===== src/rtl/pulse_gen_regs.svh =====
`ifndef PULSE_GEN_REGS_SVH
`define PULSE_GEN_REGS_SVH

// Register byte offsets.
`define PG_CTRL_OFS      8'h00
`define PG_CMD_OFS       8'h04
`define PG_PERIOD_OFS    8'h08
`define PG_WIDTH_OFS     8'h0C
`define PG_DELAY_OFS     8'h10
`define PG_DBL_DELAY_OFS 8'h14
`define PG_DBL_WIDTH_OFS 8'h18
`define PG_STATUS_OFS    8'h1C
`define PG_ROW_SEL_OFS   8'h20
`define PG_ROW_ON_OFS    8'h24
`define PG_ROW_OFF_OFS   8'h28
`define PG_ROW_CNT_OFS   8'h2C
`define PG_TRAIN_LEN_OFS 8'h30

// Control field positions.
`define PG_MODE_LSB      0
`define PG_TRIG_LSB      2
`define PG_OUT_EN_BIT    5
`define PG_OUT_POL_BIT   6
`define PG_TRIG_POL_BIT  7
`define PG_CMD_SINGLE    0

// Reset values.
`define PG_CTRL_RST      8'h00
`define PG_PERIOD_RST    32'h0000_000A
`define PG_WIDTH_RST     32'h0000_0002
`define PG_DELAY_RST     32'h0000_0000
`define PG_DBL_DELAY_RST 32'h0000_0004
`define PG_DBL_WIDTH_RST 32'h0000_0002

// Timing.
`define PG_CLK_NS        40
`define PG_MIN_GAP_NS    20
`define PG_MIN_GAP_CYC   ((`PG_MIN_GAP_NS + `PG_CLK_NS - 1) / `PG_CLK_NS)
`define PG_TRIG_LAT_CYC  2
`define PG_SYNC_CYC      1

`endif


===== src/rtl/pulse_gen_pkg.sv =====
package pulse_gen_pkg;

  typedef enum logic [1:0] {
    PM_SINGLE = 2'h0,
    PM_DOUBLE = 2'h1,
    PM_TRAIN  = 2'h2
  } pulse_mode_type;

  typedef enum logic [2:0] {
    TM_AUTO       = 3'h0,
    TM_SINGLE     = 3'h1,
    TM_EXT_SINGLE = 3'h2,
    TM_EXT_TRIG   = 3'h3,
    TM_GATED      = 3'h4
  } trig_mode_type;

  typedef enum logic [2:0] {
    ST_IDLE    = 3'b000,
    ST_LATENCY = 3'b001,
    ST_RUN     = 3'b011,
    ST_DELAY   = 3'b010,
    ST_TRAIN   = 3'b110
  } state_type;

endpackage


===== src/rtl/triggered_pulse_generator.sv =====
// Contract
// - Single mode emits exactly one pulse per period.
// - Double mode emits a first and a second pulse per period.
// - Train mode walks rows, replaying each on/off pair count times.
// - Train rows with zero count are skipped but kept.
// - Auto trigger mode generates continuously without trigger.
// - Internal single mode runs once per software command, then idles.
// - External single mode runs one period per external trigger taken while idle, then idles.
// - External triggered mode restarts on an active trigger edge, except during latency or a double pulse pair.
// - Gated mode repeats pulses only while the gate is active.
// - Normal trigger polarity makes the rising edge active.
// - Triggers arriving during a double pulse pair are ignored.
// - Sync starts a fixed latency after trigger, before the delayed pulse.
// - Outside double mode the pulse waits the programmed delay.
// - Double mode skips the delay; first pulse starts at once.
// - Second pulse starts double delay after first pulse start.
// - Second pulse lasts double width; first uses normal width.
// - Width must be at least 20 ns below period.
// - Period runs from one pulse start to the next.
// - Pulse output driven only while output enable is on.
// - Output polarity setting inverts or passes the pulse.
`include "pulse_gen_regs.svh"
`timescale 1ns/1ns
`default_nettype none
module triggered_pulse_generator
  import pulse_gen_pkg::*;
#(
  parameter int CW   = 24,
  parameter int NW   = 16,
  parameter int ROWS = 16
) (
  input  wire logic        CORE_CLK,
  input  wire logic        RST,
  input  wire logic [7:0]  S_AXI_AWADDR,
  input  wire logic        S_AXI_AWVALID,
  output logic             S_AXI_AWREADY,
  input  wire logic [31:0] S_AXI_WDATA,
  input  wire logic [3:0]  S_AXI_WSTRB,
  input  wire logic        S_AXI_WVALID,
  output logic             S_AXI_WREADY,
  output logic [1:0]       S_AXI_BRESP,
  output logic             S_AXI_BVALID,
  input  wire logic        S_AXI_BREADY,
  input  wire logic [7:0]  S_AXI_ARADDR,
  input  wire logic        S_AXI_ARVALID,
  output logic             S_AXI_ARREADY,
  output logic [31:0]      S_AXI_RDATA,
  output logic [1:0]       S_AXI_RRESP,
  output logic             S_AXI_RVALID,
  input  wire logic        S_AXI_RREADY,
  input  wire logic        TRIG_IN,
  output logic             SYNC_OUT,
  output logic             PULSE_OUT
);
  localparam int RW = $clog2(ROWS);

  function automatic logic addr_mapped(input logic [7:0] a);
    addr_mapped = (a[1:0] == 2'h0) && (a <= `PG_TRAIN_LEN_OFS);
  endfunction

  function automatic logic [31:0] merge(input logic [31:0] old, input logic [31:0] d,
                                        input logic [3:0] s);
    merge = old;
    for (int i = 0; i < 4; i++)
      if (s[i])
        merge[i*8 +: 8] = d[i*8 +: 8];
  endfunction

  logic [7:0]         aw_addr;
  logic               aw_hold;
  logic [31:0]        w_data;
  logic [3:0]         w_strb;
  logic               w_hold;
  logic               do_wr;
  logic [7:0]         ctrl;
  logic [CW-1:0]      period;
  logic [CW-1:0]      width;
  logic [CW-1:0]      delay;
  logic [CW-1:0]      dbl_delay;
  logic [CW-1:0]      dbl_width;
  logic [RW-1:0]      row_sel;
  logic [RW:0]        train_len;
  logic [CW-1:0]      on_mem [ROWS];
  logic [CW-1:0]      off_mem [ROWS];
  logic [NW-1:0]      cnt_mem [ROWS];
  logic               single_cmd;
  logic [31:0]        rd_val;
  logic [2:0]         trig_sync;
  logic               trig_lvl;
  logic               trig_edge;
  logic               gate_act;
  state_type          state;
  logic [1:0]         lat_cnt;
  logic [CW-1:0]      t;
  pulse_mode_type     cur_mode;
  trig_mode_type      trig_mode;
  pulse_mode_type     act_mode;
  logic [CW-1:0]      act_period;
  logic [CW-1:0]      act_width;
  logic [CW-1:0]      act_delay;
  logic [CW-1:0]      act_ddelay;
  logic [CW-1:0]      act_dwidth;
  logic               cfg_ok;
  logic               period_end;
  logic               again;
  logic               go;
  logic               retrig;
  logic               gate_stop;
  logic               load_cfg;
  logic [RW:0]        row;
  logic               row_load;
  logic               ph_on;
  logic [NW-1:0]      rep;
  logic [CW-1:0]      tcnt;
  logic               train_done;
  logic               pulse;
  logic               sync;

  // Bus slave: address and data are taken independently, one write at a time.
  assign S_AXI_AWREADY = !aw_hold && !S_AXI_BVALID;
  assign S_AXI_WREADY  = !w_hold && !S_AXI_BVALID;
  assign S_AXI_ARREADY = !S_AXI_RVALID;
  assign do_wr         = aw_hold && w_hold && !S_AXI_BVALID;

  always_ff @(posedge CORE_CLK or posedge RST)
  begin
    if (RST)
    begin
      aw_hold      <= 1'b0;
      aw_addr      <= 8'h00;
      w_hold       <= 1'b0;
      w_data       <= 32'h0000_0000;
      w_strb       <= 4'h0;
      S_AXI_BVALID <= 1'b0;
      S_AXI_BRESP  <= 2'h0;
    end
    else
    begin
      if (S_AXI_AWVALID && S_AXI_AWREADY)
      begin
        aw_hold <= 1'b1;
        aw_addr <= S_AXI_AWADDR;
      end
      if (S_AXI_WVALID && S_AXI_WREADY)
      begin
        w_hold <= 1'b1;
        w_data <= S_AXI_WDATA;
        w_strb <= S_AXI_WSTRB;
      end
      if (do_wr)
      begin
        aw_hold      <= 1'b0;
        w_hold       <= 1'b0;
        S_AXI_BVALID <= 1'b1;
        S_AXI_BRESP  <= addr_mapped(aw_addr) ? 2'h0 : 2'h2;
      end
      else if (S_AXI_BVALID && S_AXI_BREADY)
        S_AXI_BVALID <= 1'b0;
    end
  end

  always_ff @(posedge CORE_CLK or posedge RST)
  begin
    if (RST)
    begin
      ctrl      <= `PG_CTRL_RST;
      period    <= CW'(`PG_PERIOD_RST);
      width     <= CW'(`PG_WIDTH_RST);
      delay     <= CW'(`PG_DELAY_RST);
      dbl_delay <= CW'(`PG_DBL_DELAY_RST);
      dbl_width <= CW'(`PG_DBL_WIDTH_RST);
      row_sel   <= '0;
      train_len <= '0;
    end
    else if (do_wr)
    begin
      if (aw_addr == `PG_CTRL_OFS)
        ctrl <= 8'(merge({24'h00_0000, ctrl}, w_data, w_strb));
      else if (aw_addr == `PG_PERIOD_OFS)
        period <= CW'(merge(32'(period), w_data, w_strb));
      else if (aw_addr == `PG_WIDTH_OFS)
        width <= CW'(merge(32'(width), w_data, w_strb));
      else if (aw_addr == `PG_DELAY_OFS)
        delay <= CW'(merge(32'(delay), w_data, w_strb));
      else if (aw_addr == `PG_DBL_DELAY_OFS)
        dbl_delay <= CW'(merge(32'(dbl_delay), w_data, w_strb));
      else if (aw_addr == `PG_DBL_WIDTH_OFS)
        dbl_width <= CW'(merge(32'(dbl_width), w_data, w_strb));
      else if (aw_addr == `PG_ROW_SEL_OFS)
        row_sel <= RW'(merge(32'(row_sel), w_data, w_strb));
      else if (aw_addr == `PG_TRAIN_LEN_OFS)
        train_len <= (RW+1)'(merge(32'(train_len), w_data, w_strb));
    end
  end

  // The row table has no reset; software fills it before selecting train mode.
  always_ff @(posedge CORE_CLK)
  begin
    if (do_wr && aw_addr == `PG_ROW_ON_OFS)
      on_mem[row_sel] <= CW'(merge(32'(on_mem[row_sel]), w_data, w_strb));
    if (do_wr && aw_addr == `PG_ROW_OFF_OFS)
      off_mem[row_sel] <= CW'(merge(32'(off_mem[row_sel]), w_data, w_strb));
    if (do_wr && aw_addr == `PG_ROW_CNT_OFS)
      cnt_mem[row_sel] <= NW'(merge(32'(cnt_mem[row_sel]), w_data, w_strb));
  end

  assign single_cmd = do_wr && aw_addr == `PG_CMD_OFS && w_strb[0] && w_data[`PG_CMD_SINGLE];

  always_comb
  begin
    if (S_AXI_ARADDR == `PG_CTRL_OFS)
      rd_val = {24'h00_0000, ctrl};
    else if (S_AXI_ARADDR == `PG_PERIOD_OFS)
      rd_val = 32'(period);
    else if (S_AXI_ARADDR == `PG_WIDTH_OFS)
      rd_val = 32'(width);
    else if (S_AXI_ARADDR == `PG_DELAY_OFS)
      rd_val = 32'(delay);
    else if (S_AXI_ARADDR == `PG_DBL_DELAY_OFS)
      rd_val = 32'(dbl_delay);
    else if (S_AXI_ARADDR == `PG_DBL_WIDTH_OFS)
      rd_val = 32'(dbl_width);
    else if (S_AXI_ARADDR == `PG_STATUS_OFS)
      rd_val = {16'h0000, 8'(row), 3'(state), 3'h0, cfg_ok, state != ST_IDLE};
    else if (S_AXI_ARADDR == `PG_ROW_SEL_OFS)
      rd_val = 32'(row_sel);
    else if (S_AXI_ARADDR == `PG_ROW_ON_OFS)
      rd_val = 32'(on_mem[row_sel]);
    else if (S_AXI_ARADDR == `PG_ROW_OFF_OFS)
      rd_val = 32'(off_mem[row_sel]);
    else if (S_AXI_ARADDR == `PG_ROW_CNT_OFS)
      rd_val = 32'(cnt_mem[row_sel]);
    else if (S_AXI_ARADDR == `PG_TRAIN_LEN_OFS)
      rd_val = 32'(train_len);
    else
      rd_val = 32'h0000_0000;
  end

  always_ff @(posedge CORE_CLK or posedge RST)
  begin
    if (RST)
    begin
      S_AXI_RVALID <= 1'b0;
      S_AXI_RDATA  <= 32'h0000_0000;
      S_AXI_RRESP  <= 2'h0;
    end
    else if (S_AXI_ARVALID && S_AXI_ARREADY)
    begin
      S_AXI_RVALID <= 1'b1;
      S_AXI_RDATA  <= rd_val;
      S_AXI_RRESP  <= addr_mapped(S_AXI_ARADDR) ? 2'h0 : 2'h2;
    end
    else if (S_AXI_RVALID && S_AXI_RREADY)
      S_AXI_RVALID <= 1'b0;
  end

  // Trigger pin: two stages for metastability, a third only for the edge.
  always_ff @(posedge CORE_CLK or posedge RST)
  begin
    if (RST)
      trig_sync <= 3'h0;
    else
      trig_sync <= {trig_sync[1:0], TRIG_IN};
  end

  assign trig_lvl  = trig_sync[1] ^ ctrl[`PG_TRIG_POL_BIT];
  assign trig_edge = trig_lvl && !(trig_sync[2] ^ ctrl[`PG_TRIG_POL_BIT]);
  assign gate_act  = trig_lvl;

  assign cur_mode  = (ctrl[1:0] == 2'h3) ? PM_SINGLE : pulse_mode_type'(ctrl[1:0]);
  assign trig_mode = (ctrl[4:2] > 3'h4) ? TM_AUTO : trig_mode_type'(ctrl[4:2]);

  assign cfg_ok     = ({1'b0, width} + (CW+1)'(`PG_MIN_GAP_CYC)) <= {1'b0, period};
  assign period_end = ({1'b0, t} + (CW+1)'(1)) >= {1'b0, act_period};
  assign again      = trig_mode == TM_AUTO || (trig_mode == TM_GATED && gate_act);
  assign gate_stop  = trig_mode == TM_GATED && !gate_act && state != ST_IDLE;
  assign go = state == ST_IDLE &&
              (trig_mode == TM_AUTO ||
               (trig_mode == TM_SINGLE && single_cmd) ||
               (trig_mode == TM_EXT_SINGLE && trig_edge) ||
               (trig_mode == TM_EXT_TRIG && trig_edge) ||
               (trig_mode == TM_GATED && gate_act));
  // A double pair in flight is never cut short by a new edge.
  assign retrig = trig_mode == TM_EXT_TRIG && trig_edge &&
                  (state == ST_RUN || state == ST_DELAY || state == ST_TRAIN) &&
                  !(state == ST_RUN && act_mode == PM_DOUBLE);
  assign train_done = state == ST_TRAIN && row_load && row >= train_len;
  assign load_cfg = !gate_stop && !retrig &&
                    ((state == ST_LATENCY && lat_cnt == 2'(`PG_TRIG_LAT_CYC - 1)) ||
                     (state == ST_RUN && period_end && again) ||
                     (train_done && again));

  always_ff @(posedge CORE_CLK or posedge RST)
  begin
    if (RST)
    begin
      state   <= ST_IDLE;
      lat_cnt <= 2'h0;
      t       <= '0;
    end
    else if (gate_stop)
      state <= ST_IDLE;
    else if (retrig)
    begin
      state   <= ST_LATENCY;
      lat_cnt <= 2'h0;
    end
    else
    begin
      case (state)
        ST_IDLE:
          if (go)
          begin
            state   <= ST_LATENCY;
            lat_cnt <= 2'h0;
          end
        ST_LATENCY:
          if (load_cfg)
          begin
            t     <= '0;
            state <= (cur_mode == PM_TRAIN) ? ST_DELAY : ST_RUN;
          end
          else
            lat_cnt <= lat_cnt + 2'h1;
        ST_RUN:
          if (period_end)
          begin
            t     <= '0;
            state <= !again ? ST_IDLE : (cur_mode == PM_TRAIN) ? ST_DELAY : ST_RUN;
          end
          else
            t <= t + CW'(1);
        ST_DELAY:
          if (t >= act_delay)
            state <= ST_TRAIN;
          else
            t <= t + CW'(1);
        ST_TRAIN:
          if (train_done)
          begin
            t     <= '0;
            state <= !again ? ST_IDLE : (cur_mode == PM_TRAIN) ? ST_DELAY : ST_RUN;
          end
        default:
          state <= ST_IDLE;
      endcase
    end
  end

  // Working copies change only at a period start; a bad width is refused.
  always_ff @(posedge CORE_CLK or posedge RST)
  begin
    if (RST)
    begin
      act_mode   <= PM_SINGLE;
      act_period <= CW'(`PG_PERIOD_RST);
      act_width  <= CW'(`PG_WIDTH_RST);
      act_delay  <= CW'(`PG_DELAY_RST);
      act_ddelay <= CW'(`PG_DBL_DELAY_RST);
      act_dwidth <= CW'(`PG_DBL_WIDTH_RST);
    end
    else if (load_cfg)
    begin
      act_mode   <= cur_mode;
      act_delay  <= delay;
      act_ddelay <= dbl_delay;
      act_dwidth <= dbl_width;
      if (cfg_ok)
      begin
        act_period <= period;
        act_width  <= width;
      end
    end
  end

  // Train sequencer; on and off times of zero still last one cycle each.
  always_ff @(posedge CORE_CLK or posedge RST)
  begin
    if (RST)
    begin
      row      <= '0;
      row_load <= 1'b1;
      ph_on    <= 1'b0;
      rep      <= '0;
      tcnt     <= '0;
    end
    else if (state != ST_TRAIN || retrig || gate_stop)
    begin
      row      <= '0;
      row_load <= 1'b1;
      ph_on    <= 1'b0;
    end
    else if (row_load)
    begin
      if (train_done)
        row <= '0;
      else if (cnt_mem[row[RW-1:0]] == '0)
        row <= row + (RW+1)'(1);
      else
      begin
        rep      <= cnt_mem[row[RW-1:0]];
        ph_on    <= 1'b1;
        tcnt     <= '0;
        row_load <= 1'b0;
      end
    end
    else if (ph_on)
    begin
      if (tcnt + CW'(1) >= on_mem[row[RW-1:0]])
      begin
        ph_on <= 1'b0;
        tcnt  <= '0;
      end
      else
        tcnt <= tcnt + CW'(1);
    end
    else if (tcnt + CW'(1) >= off_mem[row[RW-1:0]])
    begin
      tcnt <= '0;
      if (rep == NW'(1))
      begin
        row      <= row + (RW+1)'(1);
        row_load <= 1'b1;
      end
      else
      begin
        rep   <= rep - NW'(1);
        ph_on <= 1'b1;
      end
    end
    else
      tcnt <= tcnt + CW'(1);
  end

  always_comb
  begin
    pulse = 1'b0;
    if (state == ST_RUN && act_mode == PM_DOUBLE)
      pulse = t < act_width ||
              (t >= act_ddelay &&
               {1'b0, t} < {1'b0, act_ddelay} + {1'b0, act_dwidth});
    else if (state == ST_RUN)
      pulse = t >= act_delay &&
              {1'b0, t} < {1'b0, act_delay} + {1'b0, act_width};
    else if (state == ST_TRAIN)
      pulse = !row_load && ph_on;
  end

  assign sync = (state == ST_RUN || state == ST_DELAY) &&
                t < CW'(`PG_SYNC_CYC);

  always_ff @(posedge CORE_CLK or posedge RST)
  begin
    if (RST)
    begin
      SYNC_OUT  <= 1'b0;
      PULSE_OUT <= 1'b0;
    end
    else
    begin
      SYNC_OUT  <= sync;
      PULSE_OUT <= ctrl[`PG_OUT_EN_BIT] && (pulse ^ ctrl[`PG_OUT_POL_BIT]);
    end
  end

  a_out_disabled: assert property (@(posedge CORE_CLK) disable iff (RST)
    !ctrl[`PG_OUT_EN_BIT] |=> !PULSE_OUT) else $error("Pulse output active while disabled.");
  a_idle_polarity: assert property (@(posedge CORE_CLK) disable iff (RST)
    ctrl[`PG_OUT_EN_BIT] && state == ST_IDLE |=> PULSE_OUT == $past(ctrl[`PG_OUT_POL_BIT]))
    else $error("Idle output level does not follow polarity.");
  a_double_locked: assert property (@(posedge CORE_CLK) disable iff (RST)
    state == ST_RUN && act_mode == PM_DOUBLE && trig_mode != TM_GATED && !period_end
    |=> state == ST_RUN) else $error("Double pair interrupted by a trigger.");
  a_sync_latency: assert property (@(posedge CORE_CLK) disable iff (RST)
    state == ST_LATENCY && lat_cnt == 2'h0 && trig_mode != TM_GATED
    |-> ##2 (state == ST_RUN || state == ST_DELAY) ##1 SYNC_OUT)
    else $error("Sync did not follow the trigger latency.");
  a_single_delay: assert property (@(posedge CORE_CLK) disable iff (RST)
    $rose(pulse) && state == ST_RUN && act_mode == PM_SINGLE |-> t == act_delay)
    else $error("Single pulse did not start at the delay.");
  a_double_first: assert property (@(posedge CORE_CLK) disable iff (RST)
    state == ST_RUN && act_mode == PM_DOUBLE && t == '0 && act_width != '0 |-> pulse)
    else $error("First double pulse delayed.");
  a_second_start: assert property (@(posedge CORE_CLK) disable iff (RST)
    state == ST_RUN && act_mode == PM_DOUBLE && act_dwidth != '0 && t == act_ddelay |-> pulse)
    else $error("Second pulse missing at double delay.");
  a_period_restart: assert property (@(posedge CORE_CLK) disable iff (RST)
    state == ST_RUN && period_end && trig_mode == TM_AUTO && cur_mode != PM_TRAIN
    |=> state == ST_RUN && t == '0) else $error("Period did not restart.");
  a_gate_stop: assert property (@(posedge CORE_CLK) disable iff (RST)
    trig_mode == TM_GATED && !gate_act |=> state == ST_IDLE) else $error("Pulses outside gate.");
  a_zero_row: assert property (@(posedge CORE_CLK) disable iff (RST)
    state == ST_TRAIN && row_load && row < train_len && cnt_mem[row[RW-1:0]] == '0 && !retrig
    && !gate_stop |=> row_load && row == $past(row) + (RW+1)'(1)) else $error("Zero row not skipped.");
  a_cfg_refuse: assert property (@(posedge CORE_CLK) disable iff (RST)
    load_cfg && !cfg_ok |=> act_width == $past(act_width)) else $error("Bad width accepted.");
endmodule
`default_nettype wire


===== config.mk =====
export PLATFORM = sky130hd
export DESIGN_NAME = triggered_pulse_generator
export DESIGN_NICKNAME = d
export VERILOG_FILES = /design/src/rtl/pulse_gen_pkg.sv /design/src/rtl/triggered_pulse_generator.sv
export VERILOG_INCLUDE_DIRS = /design/src /design/src/rtl
export SDC_FILE = /design/constraint.sdc
export NUM_CORES = 2
export LEC_CHECK = 0
export BUFFER_PORTS_ARGS = -buffer_cell sky130_fd_sc_hd__clkbuf_2
export CAP_MARGIN = 20
export CORE_MARGIN = 2
export CORE_UTILIZATION = 39
export CTS_BUF_LIST = sky130_fd_sc_hd__clkbuf_8
export CTS_CLUSTER_DIAMETER = 40
export CTS_CLUSTER_SIZE = 40
export DETAILED_ROUTE_END_ITERATION = 7
export SLEW_MARGIN = 20
export SYNTH_ARGS = -nofsm -noshare
export SYNTH_HDL_FRONTEND = slang
export SYNTH_SLANG_ARGS = --single-unit

===== constraint.sdc =====
create_clock -name CORE_CLK -period 12 [get_ports CORE_CLK]
set_input_delay 0.6 -clock CORE_CLK [delete_from_list [all_inputs] [get_ports CORE_CLK]]
set_output_delay 0.6 -clock CORE_CLK [all_outputs]
set_load 0.01 [all_outputs]

Word level (Yosys, flattened, before mapping)
Memories as Yosys holds them, arrays and structs flattened.
Index checks and enable logic that the tools add are counted.
{"block": "classes", "n_addsub": 9, "n_lt_le_gt_ge": 14, "n_eq_ne": 54, "n_mux": 102, "n_bitwise": 13, "reduce_logical": 106}
{"op": "24-bit two-way mux", "count": 20}
{"op": "8-bit two-way mux", "count": 16}
{"op": "16-bit two-way mux", "count": 7}
{"op": "24-bit greater-or-equal comparator", "count": 4}
{"op": "24-bit case mux with 4 select lines", "count": 1}
{"op": "8-bit by 6-bit == test with 1-bit output, second input constant", "count": 10}
{"op": "8-bit by 5-bit == test with 1-bit output, second input constant", "count": 7}
{"op": "24-bit by 1-bit adder with 25-bit output, second input constant", "count": 2}
{"op": "24-bit by 24-bit adder with 25-bit output", "count": 2}
{"op": "24-bit by 25-bit < comparator with 1-bit output", "count": 2}
{"op": "24-bit by 1-bit adder with 24-bit output, second input constant", "count": 2}
{"op": "1-bit logical AND", "count": 41}
{"op": "5-bit two-way mux", "count": 8}
{"op": "1-bit two-way mux", "count": 33}
{"op": "8-bit by 4-bit == test with 1-bit output, second input constant", "count": 4}
{"op": "6-bit AND reduction", "count": 5}
{"op": "25-bit by 24-bit greater-or-equal comparator with 1-bit output", "count": 1}
{"op": "25-bit by 24-bit <= comparator with 1-bit output", "count": 1}
{"op": "24-bit by 1-bit < comparator with 1-bit output, second input constant", "count": 1}
{"op": "24-bit < comparator", "count": 1}
{"op": "3-bit two-way mux", "count": 8}
{"op": "8-bit AND reduction", "count": 3}
{"op": "7-bit AND reduction", "count": 3}
{"op": "4-bit AND reduction", "count": 5}
{"op": "other kinds (38)", "count": 111}
{"block": "totals", "regBits": 415, "ram_bits": 1024, "word_cells": 346, "mem_count": 3}
{"memory": "off_mem", "words": 16, "width": 24, "rd": 2, "rd_clocked_by_memory_dff": 0, "wr": 1, "line": "triggered_pulse_generator.sv:84", "text": "logic [CW-1:0] off_mem [ROWS];"}
{"memory": "on_mem", "words": 16, "width": 24, "rd": 2, "rd_clocked_by_memory_dff": 0, "wr": 1, "line": "triggered_pulse_generator.sv:83", "text": "logic [CW-1:0] on_mem [ROWS];"}
{"memory": "cnt_mem", "words": 16, "width": 16, "rd": 2, "rd_clocked_by_memory_dff": 0, "wr": 1, "line": "triggered_pulse_generator.sv:85", "text": "logic [NW-1:0] cnt_mem [ROWS];"}

Depth between registers and ports, before layout
{"block": "logic_depth", "depth_word": 15, "ltp_mapped": 22, "mapped_depth_nobuf": 21}

Least setup slack after synthesis
OpenSTA, ideal clock, no wires.
{"block": "synth_path", "kind": "reg-to-reg", "from": "register row[0]", "to": "register tcnt[13]", "setup_ns": 0.066, "arrival_ns": 5.181, "t_required_ns": 11.934, "setup_slack_ns": 6.753, "path_stages_with_launch": 22, "n_path_buf": 8, "period_less_slack_ns": 5.247, "path_cell_list": "dfrtp_1 buf_6 buf_6 buf_6 buf_2 buf_1 buf_1 mux4_2 mux4_2 ha_1 nand2b_1 a21o_1 a21oi_1 o21ai_0 nand3_1 nand4b_1 a21o_1 clkbuf_1 o21a_1 nor2_1 clkbuf_1 a22o_1"}
{"block": "synth_via", "elab_chain_len": 5, "word_cells_on_any_way": 15, "classes_between": "order compare: 3; eq/ne: 2; mux: 4; reduce/logical: 3; memory: 3"}
{"item": "start: declaration", "line": "triggered_pulse_generator.sv:110", "text": "logic [RW:0] row;"}
{"item": "start signal: assignment", "line": "triggered_pulse_generator.sv:398", "text": "row <= row + (RW+1)'(1);"}
{"item": "start signal: assignment", "line": "triggered_pulse_generator.sv:422", "text": "row <= row + (RW+1)'(1);"}
{"item": "memory read 16 x 24 bit, on equally long branches"}
{"item": "24-bit greater-or-equal comparator, on equally long branches", "line": "triggered_pulse_generator.sv:417, triggered_pulse_generator.sv:409"}
{"item": "24-bit two-way mux, on equally long branches", "line": "triggered_pulse_generator.sv:417, triggered_pulse_generator.sv:409"}
{"item": "24-bit two-way mux", "line": "triggered_pulse_generator.sv:407", "text": "else if (ph_on)"}
{"item": "24-bit two-way mux", "line": "triggered_pulse_generator.sv:393", "text": "else if (row_load)"}
{"item": "end signal: assignment", "line": "triggered_pulse_generator.sv:415", "text": "tcnt <= tcnt + CW'(1);"}
{"item": "end signal: assignment", "line": "triggered_pulse_generator.sv:432", "text": "tcnt <= tcnt + CW'(1);"}
{"item": "end: declaration", "line": "triggered_pulse_generator.sv:114", "text": "logic [CW-1:0] tcnt;"}
Parallel ways exist; a longest one is shown, timed or not.
A chain may end at the register's enable or synchronous reset.

Worst setup path after layout
{"block": "layout_path", "from": "register t[2]", "to": "register act_width[0]"}
{"block": "layout_via", "elab_chain_len": 8}
{"item": "start: declaration", "line": "triggered_pulse_generator.sv:94", "text": "logic [CW-1:0] t;"}
{"item": "start signal: assignment", "line": "triggered_pulse_generator.sv:332", "text": "t <= t + CW'(1);"}
{"item": "start signal: assignment", "line": "triggered_pulse_generator.sv:337", "text": "t <= t + CW'(1);"}
{"item": "24-bit by 1-bit adder with 25-bit output", "line": "triggered_pulse_generator.sv:274", "text": "assign period_end = ({1'b0, t} + (CW+1)'(1)) >= {1'b0, act_period};"}
{"item": "25-bit by 24-bit greater-or-equal comparator with 1-bit output", "line": "triggered_pulse_generator.sv:274"}
{"item": "1-bit logical AND (2 in a row)", "line": "triggered_pulse_generator.sv:290", "text": "(state == ST_RUN && period_end && again) ||"}
{"item": "1-bit logical OR (2 in a row)", "line": "triggered_pulse_generator.sv:289", "text": "((state == ST_LATENCY && lat_cnt == 2'(`PG_TRIG_LAT_CYC - 1)) ||"}
{"item": "1-bit logical AND", "line": "triggered_pulse_generator.sv:288", "text": "assign load_cfg = !gate_stop && !retrig &&"}
{"item": "2-bit AND reduction (no source line)"}
{"item": "end signal: assignment", "line": "triggered_pulse_generator.sv:357", "text": "act_width <= CW'(`PG_WIDTH_RST);"}
{"item": "end signal: assignment", "line": "triggered_pulse_generator.sv:371", "text": "act_width <= width;"}
{"item": "end: declaration", "line": "triggered_pulse_generator.sv:99", "text": "logic [CW-1:0] act_width;"}
No other way between the ends.

==> results by group <==
Run status
  – Status: finished, final reports clean

Synthesis
  – Mapped cell area: 0.0729 sq mm
  – Yosys Warn Count: 0
  – Yosys top cell area share: between 40% and 50%
  – Mapped Cells: 4701
  – Syn avg cell area: about 16 sq um
  – Synth top area cells: edfxtp_1, mux4_2, dfrtp_1, ha_1, mux2_2
  – Async S/R FF share, synth: 28.3%
  – Synth unique cells: 84
  – Cell type with the highest aggregate area in the netlist: edfxtp_1
  – Ys flop type: edfxtp_1
  – FF+latch count, synth: 1429
  – Register area share after synthesis: between 50% and 60%
  – EDFF count, synth: slightly above 1000

Clock network
  – CTS Buf Count: 187
  – H-Tree Depth: 4
  – Clk Latency, worst-skew pair: approximately 0.98 ns
  – Clk pin slew, worst setup/hold paths: approximately 0.070 ns
  – Clk sinks: 1429
  – Clock root cell: clkbuf_8
  – CTS tree: yes
  – CTS max path bufs: 3

Power and ir drop
  – Leak Pwr: 29.6 nW
  – Pwr/cell area: 203 mW/mm^2
  – VDD IR max: 510 uV
  – Final Power: 0.0166 W

Floorplan
  – CORE AREA: 0.186 sq mm
  – Die height: 436 um
  – Die area: ~0.19 sq mm
  – Die Wd: roughly 440 um
  – I/O Pins: 103
  – Initial Util: roughly 39%
  – FP Rows: 158

STA
  – Final min period: 6.35 ns
  – Worst slew margin: 27.5%
  – Fin. max-slew vios: 0
  – Min Hold Slack: 0.205 ns
  – Final hold violation count: 0
  – Final worst-path cycle share: 52.9%
  – Post-route setup TNS: 0 ns
  – Fmax: between 150 and 200 MHz
  – Setup-failing EPs final: 0
  – Clock Skews: roughly 0.053 ns
  – Slew of the pin with the lowest slew margin: 1.07 ns
  – RSZ-0062 raised after global routing: false

Detailed routing
  – Post-Route WL: approximately 220 mm
  – Detailed-router iteration count before antenna repair: 6
  – Drt wl/cell: 28.4 um
  – Vias/cell: 5.96
  – Initial drt markers: approximately 5300
  – Drt drc: 0
  – Final antenna-violating net count: 0
  – Vias after detailed routing: 45200

Layout
  – Layout area overhead: 12.2%
  – Nets: 5266
  – Fill cells: 16400
  – Layout cells sized above 1: a little under a third
  – Most frequent cells in the layout: edfxtp_1, mux4_2, dfrtp_1
  – Commonest non-fill, non-tap cell in the layout: edfxtp_1
  – Largest regs: off_mem (384), on_mem (384), cnt_mem (256)
  – Fin util: between 40% and 50%

Placement
  – IO buf count: 83
  – Routability congestion estimate: 0.864
  – HPWL after detailed placement: 138 mm

Worst setup path
  – Slowest stage delay, CP: 0.70 ns
  – Crit-path max FO: 94
  – Crit Path Class: flip-flop to flip-flop
  – Worst path required time: 12.83 ns
  – CP endpoint kind: flip-flop
  – Worst Path Arrival: 7.18 ns
  – RR Startpoint: t[2]
  – Startpoint Class: flip-flop
  – Critical path's slowest cell: buf_4
  – Cell chain of the critical path: and3_1, and3_1, nand3_1, nor2_1, and3_1, xor2_1, ha_1, nand4_1, nor3_1, o21ai_0, a31o_2, o211a_1, o2111a_1, or3_4, buf_4, nor2_4, buf_4, mux2_1
  – Crit. Startpoint: t[2]
  – Most used cell, CP: and3_1

GRT
  – First-pass GRT wire length: 315 mm
  – Residual overflow from global routing: 0
  – Vias in the first global route: ~46000
  – Antenna violations before repair: 12
  – Pin count of the biggest net entering global routing: 107
  – Total track usage: 22.6%

Min path
  – Worst Hold Launch: S_AXI_AWVALID
  – Worst min path class: primary input to flip-flop

Run
  – Max cap viols: 0
stage by stage:
step / cell area, sq um / cells / worst slack [ns]
floorplan: 73000 / 4710 / 0.152
global placement: 77000 / 7177 / 5.58
detailed placement: 77000 / 7177 / 5.61
CTS: 81800 / 7571 / 5.55
global route: 81800 / 7575 / 5.26
finish: 81800 / 7576 / 5.65
final timing paths:
check                           cells after the start         endpoint  slack (ns)
worst max-delay path                               18     act_width[0]        5.65
worst min-delay path                                3          aw_hold        0.21
worst max register to register                     18     act_width[0]        5.65
worst min register to register                      0     trig_sync[1]        0.37
max in group asynchronous                           6  S_AXI_RDATA[18]        8.95
min in group asynchronous                           3        w_data[2]        0.30
power by group:
| part | leakage [nW] | switching, W | internal, W | total (W) |
|---|---|---|---|---|
| combinational | 12.7 | 0.00380 | 0.00195 | 0.00575 |
| clock | 2.21 | 0.00213 | 0.00206 | 0.00419 |
| sequential | 14.7 | 0.000480 | 0.00621 | 0.00669 |
| total | 29.6 | 0.00641 | 0.0102 | 0.0166 |
Yosys cell counts, types with 8 or more instances:
cell and number:
buf_1 56, a211o_1 8, nor4_1 22, a21oi_1 123
xor2_1 31, a2111oi_0 9, nand2_1 235, nor3_1 34
mux2_2 237, nor2_1 170, o211ai_1 12, xnor2_1 62
o21a_1 25, and2_1 10, mux4_2 636, mux2i_1 8
buf_4 13, and3_1 28, a222oi_1 17, nand2b_1 53
inv_1 266, o31ai_1 10, or3_1 21, buf_2 13
a41oi_1 13, edfxtp_1 1024, ha_1 274, clkbuf_1 170
dfrtp_1 394, a211oi_1 25, a21o_1 77, mux2_1 16
nand4_1 40, a22oi_1 46, nand3_1 95, dfstp_2 11
nor2b_1 28, a31oi_1 28, a22o_1 29, o21ai_0 205
o2111ai_1 10, a221oi_1 13
critical path: cells and delay by family (launching register included):
family,cells,cell delay (ns)
xor+xnor,1,0.10
mux,1,0.38
flops,1,0.65
compound gates,4,0.95
buf+inv,2,1.12
simple gates,9,2.60
fa+ha+maj,1,0.32
logic make-up after synthesis:
| logic type | count (synthesis) | synth area share [%] |
|---|---|---|
| XOR/XNOR | 93 | 1.12 |
| AND/OR/NAND/NOR | 778 | 5.19 |
| buffers and inverters | 526 | 2.87 |
| flip-flops | 1429 | 56.1 |
| AO/OA/AOI/OAI | 700 | 6.31 |
| other | 1 | 0.00514 |
| adder cells (fa/ha/maj) | 277 | 4.77 |
| multiplexers | 897 | 23.7 |
cell type report:
type	instances	area, sq um	share of cell area (%)
antenna	4	10.0	0.0122
clock buffer	192	2640	3.23
clock inverter	159	1700	2.07
inverter	267	1010	1.23
multi-input combinational	2755	30300	37.1
sequential	1429	40900	50.0
tap	2480	3100	3.79
timing repair buffer	290	2130	2.60
routing by layer:
metal / global-route usage [%] / vias to the layer above / part of all wire, %
met5: 0 / - / 0.026
met4: 8.07 / 8 / 3.8
met3: 3.86 / 376 / 6.7
met2: 37.9 / 1772 / 49
met1: 29.5 / 23800 / 40
li1: - / 19300 / -
what timing repair did:
action,CTS,global route
setup buffers,0,0
gates resized for setup,0,0
hold endpoints to repair,118,0
hold buffers,43,0
(Power assumes the default switching activity.)
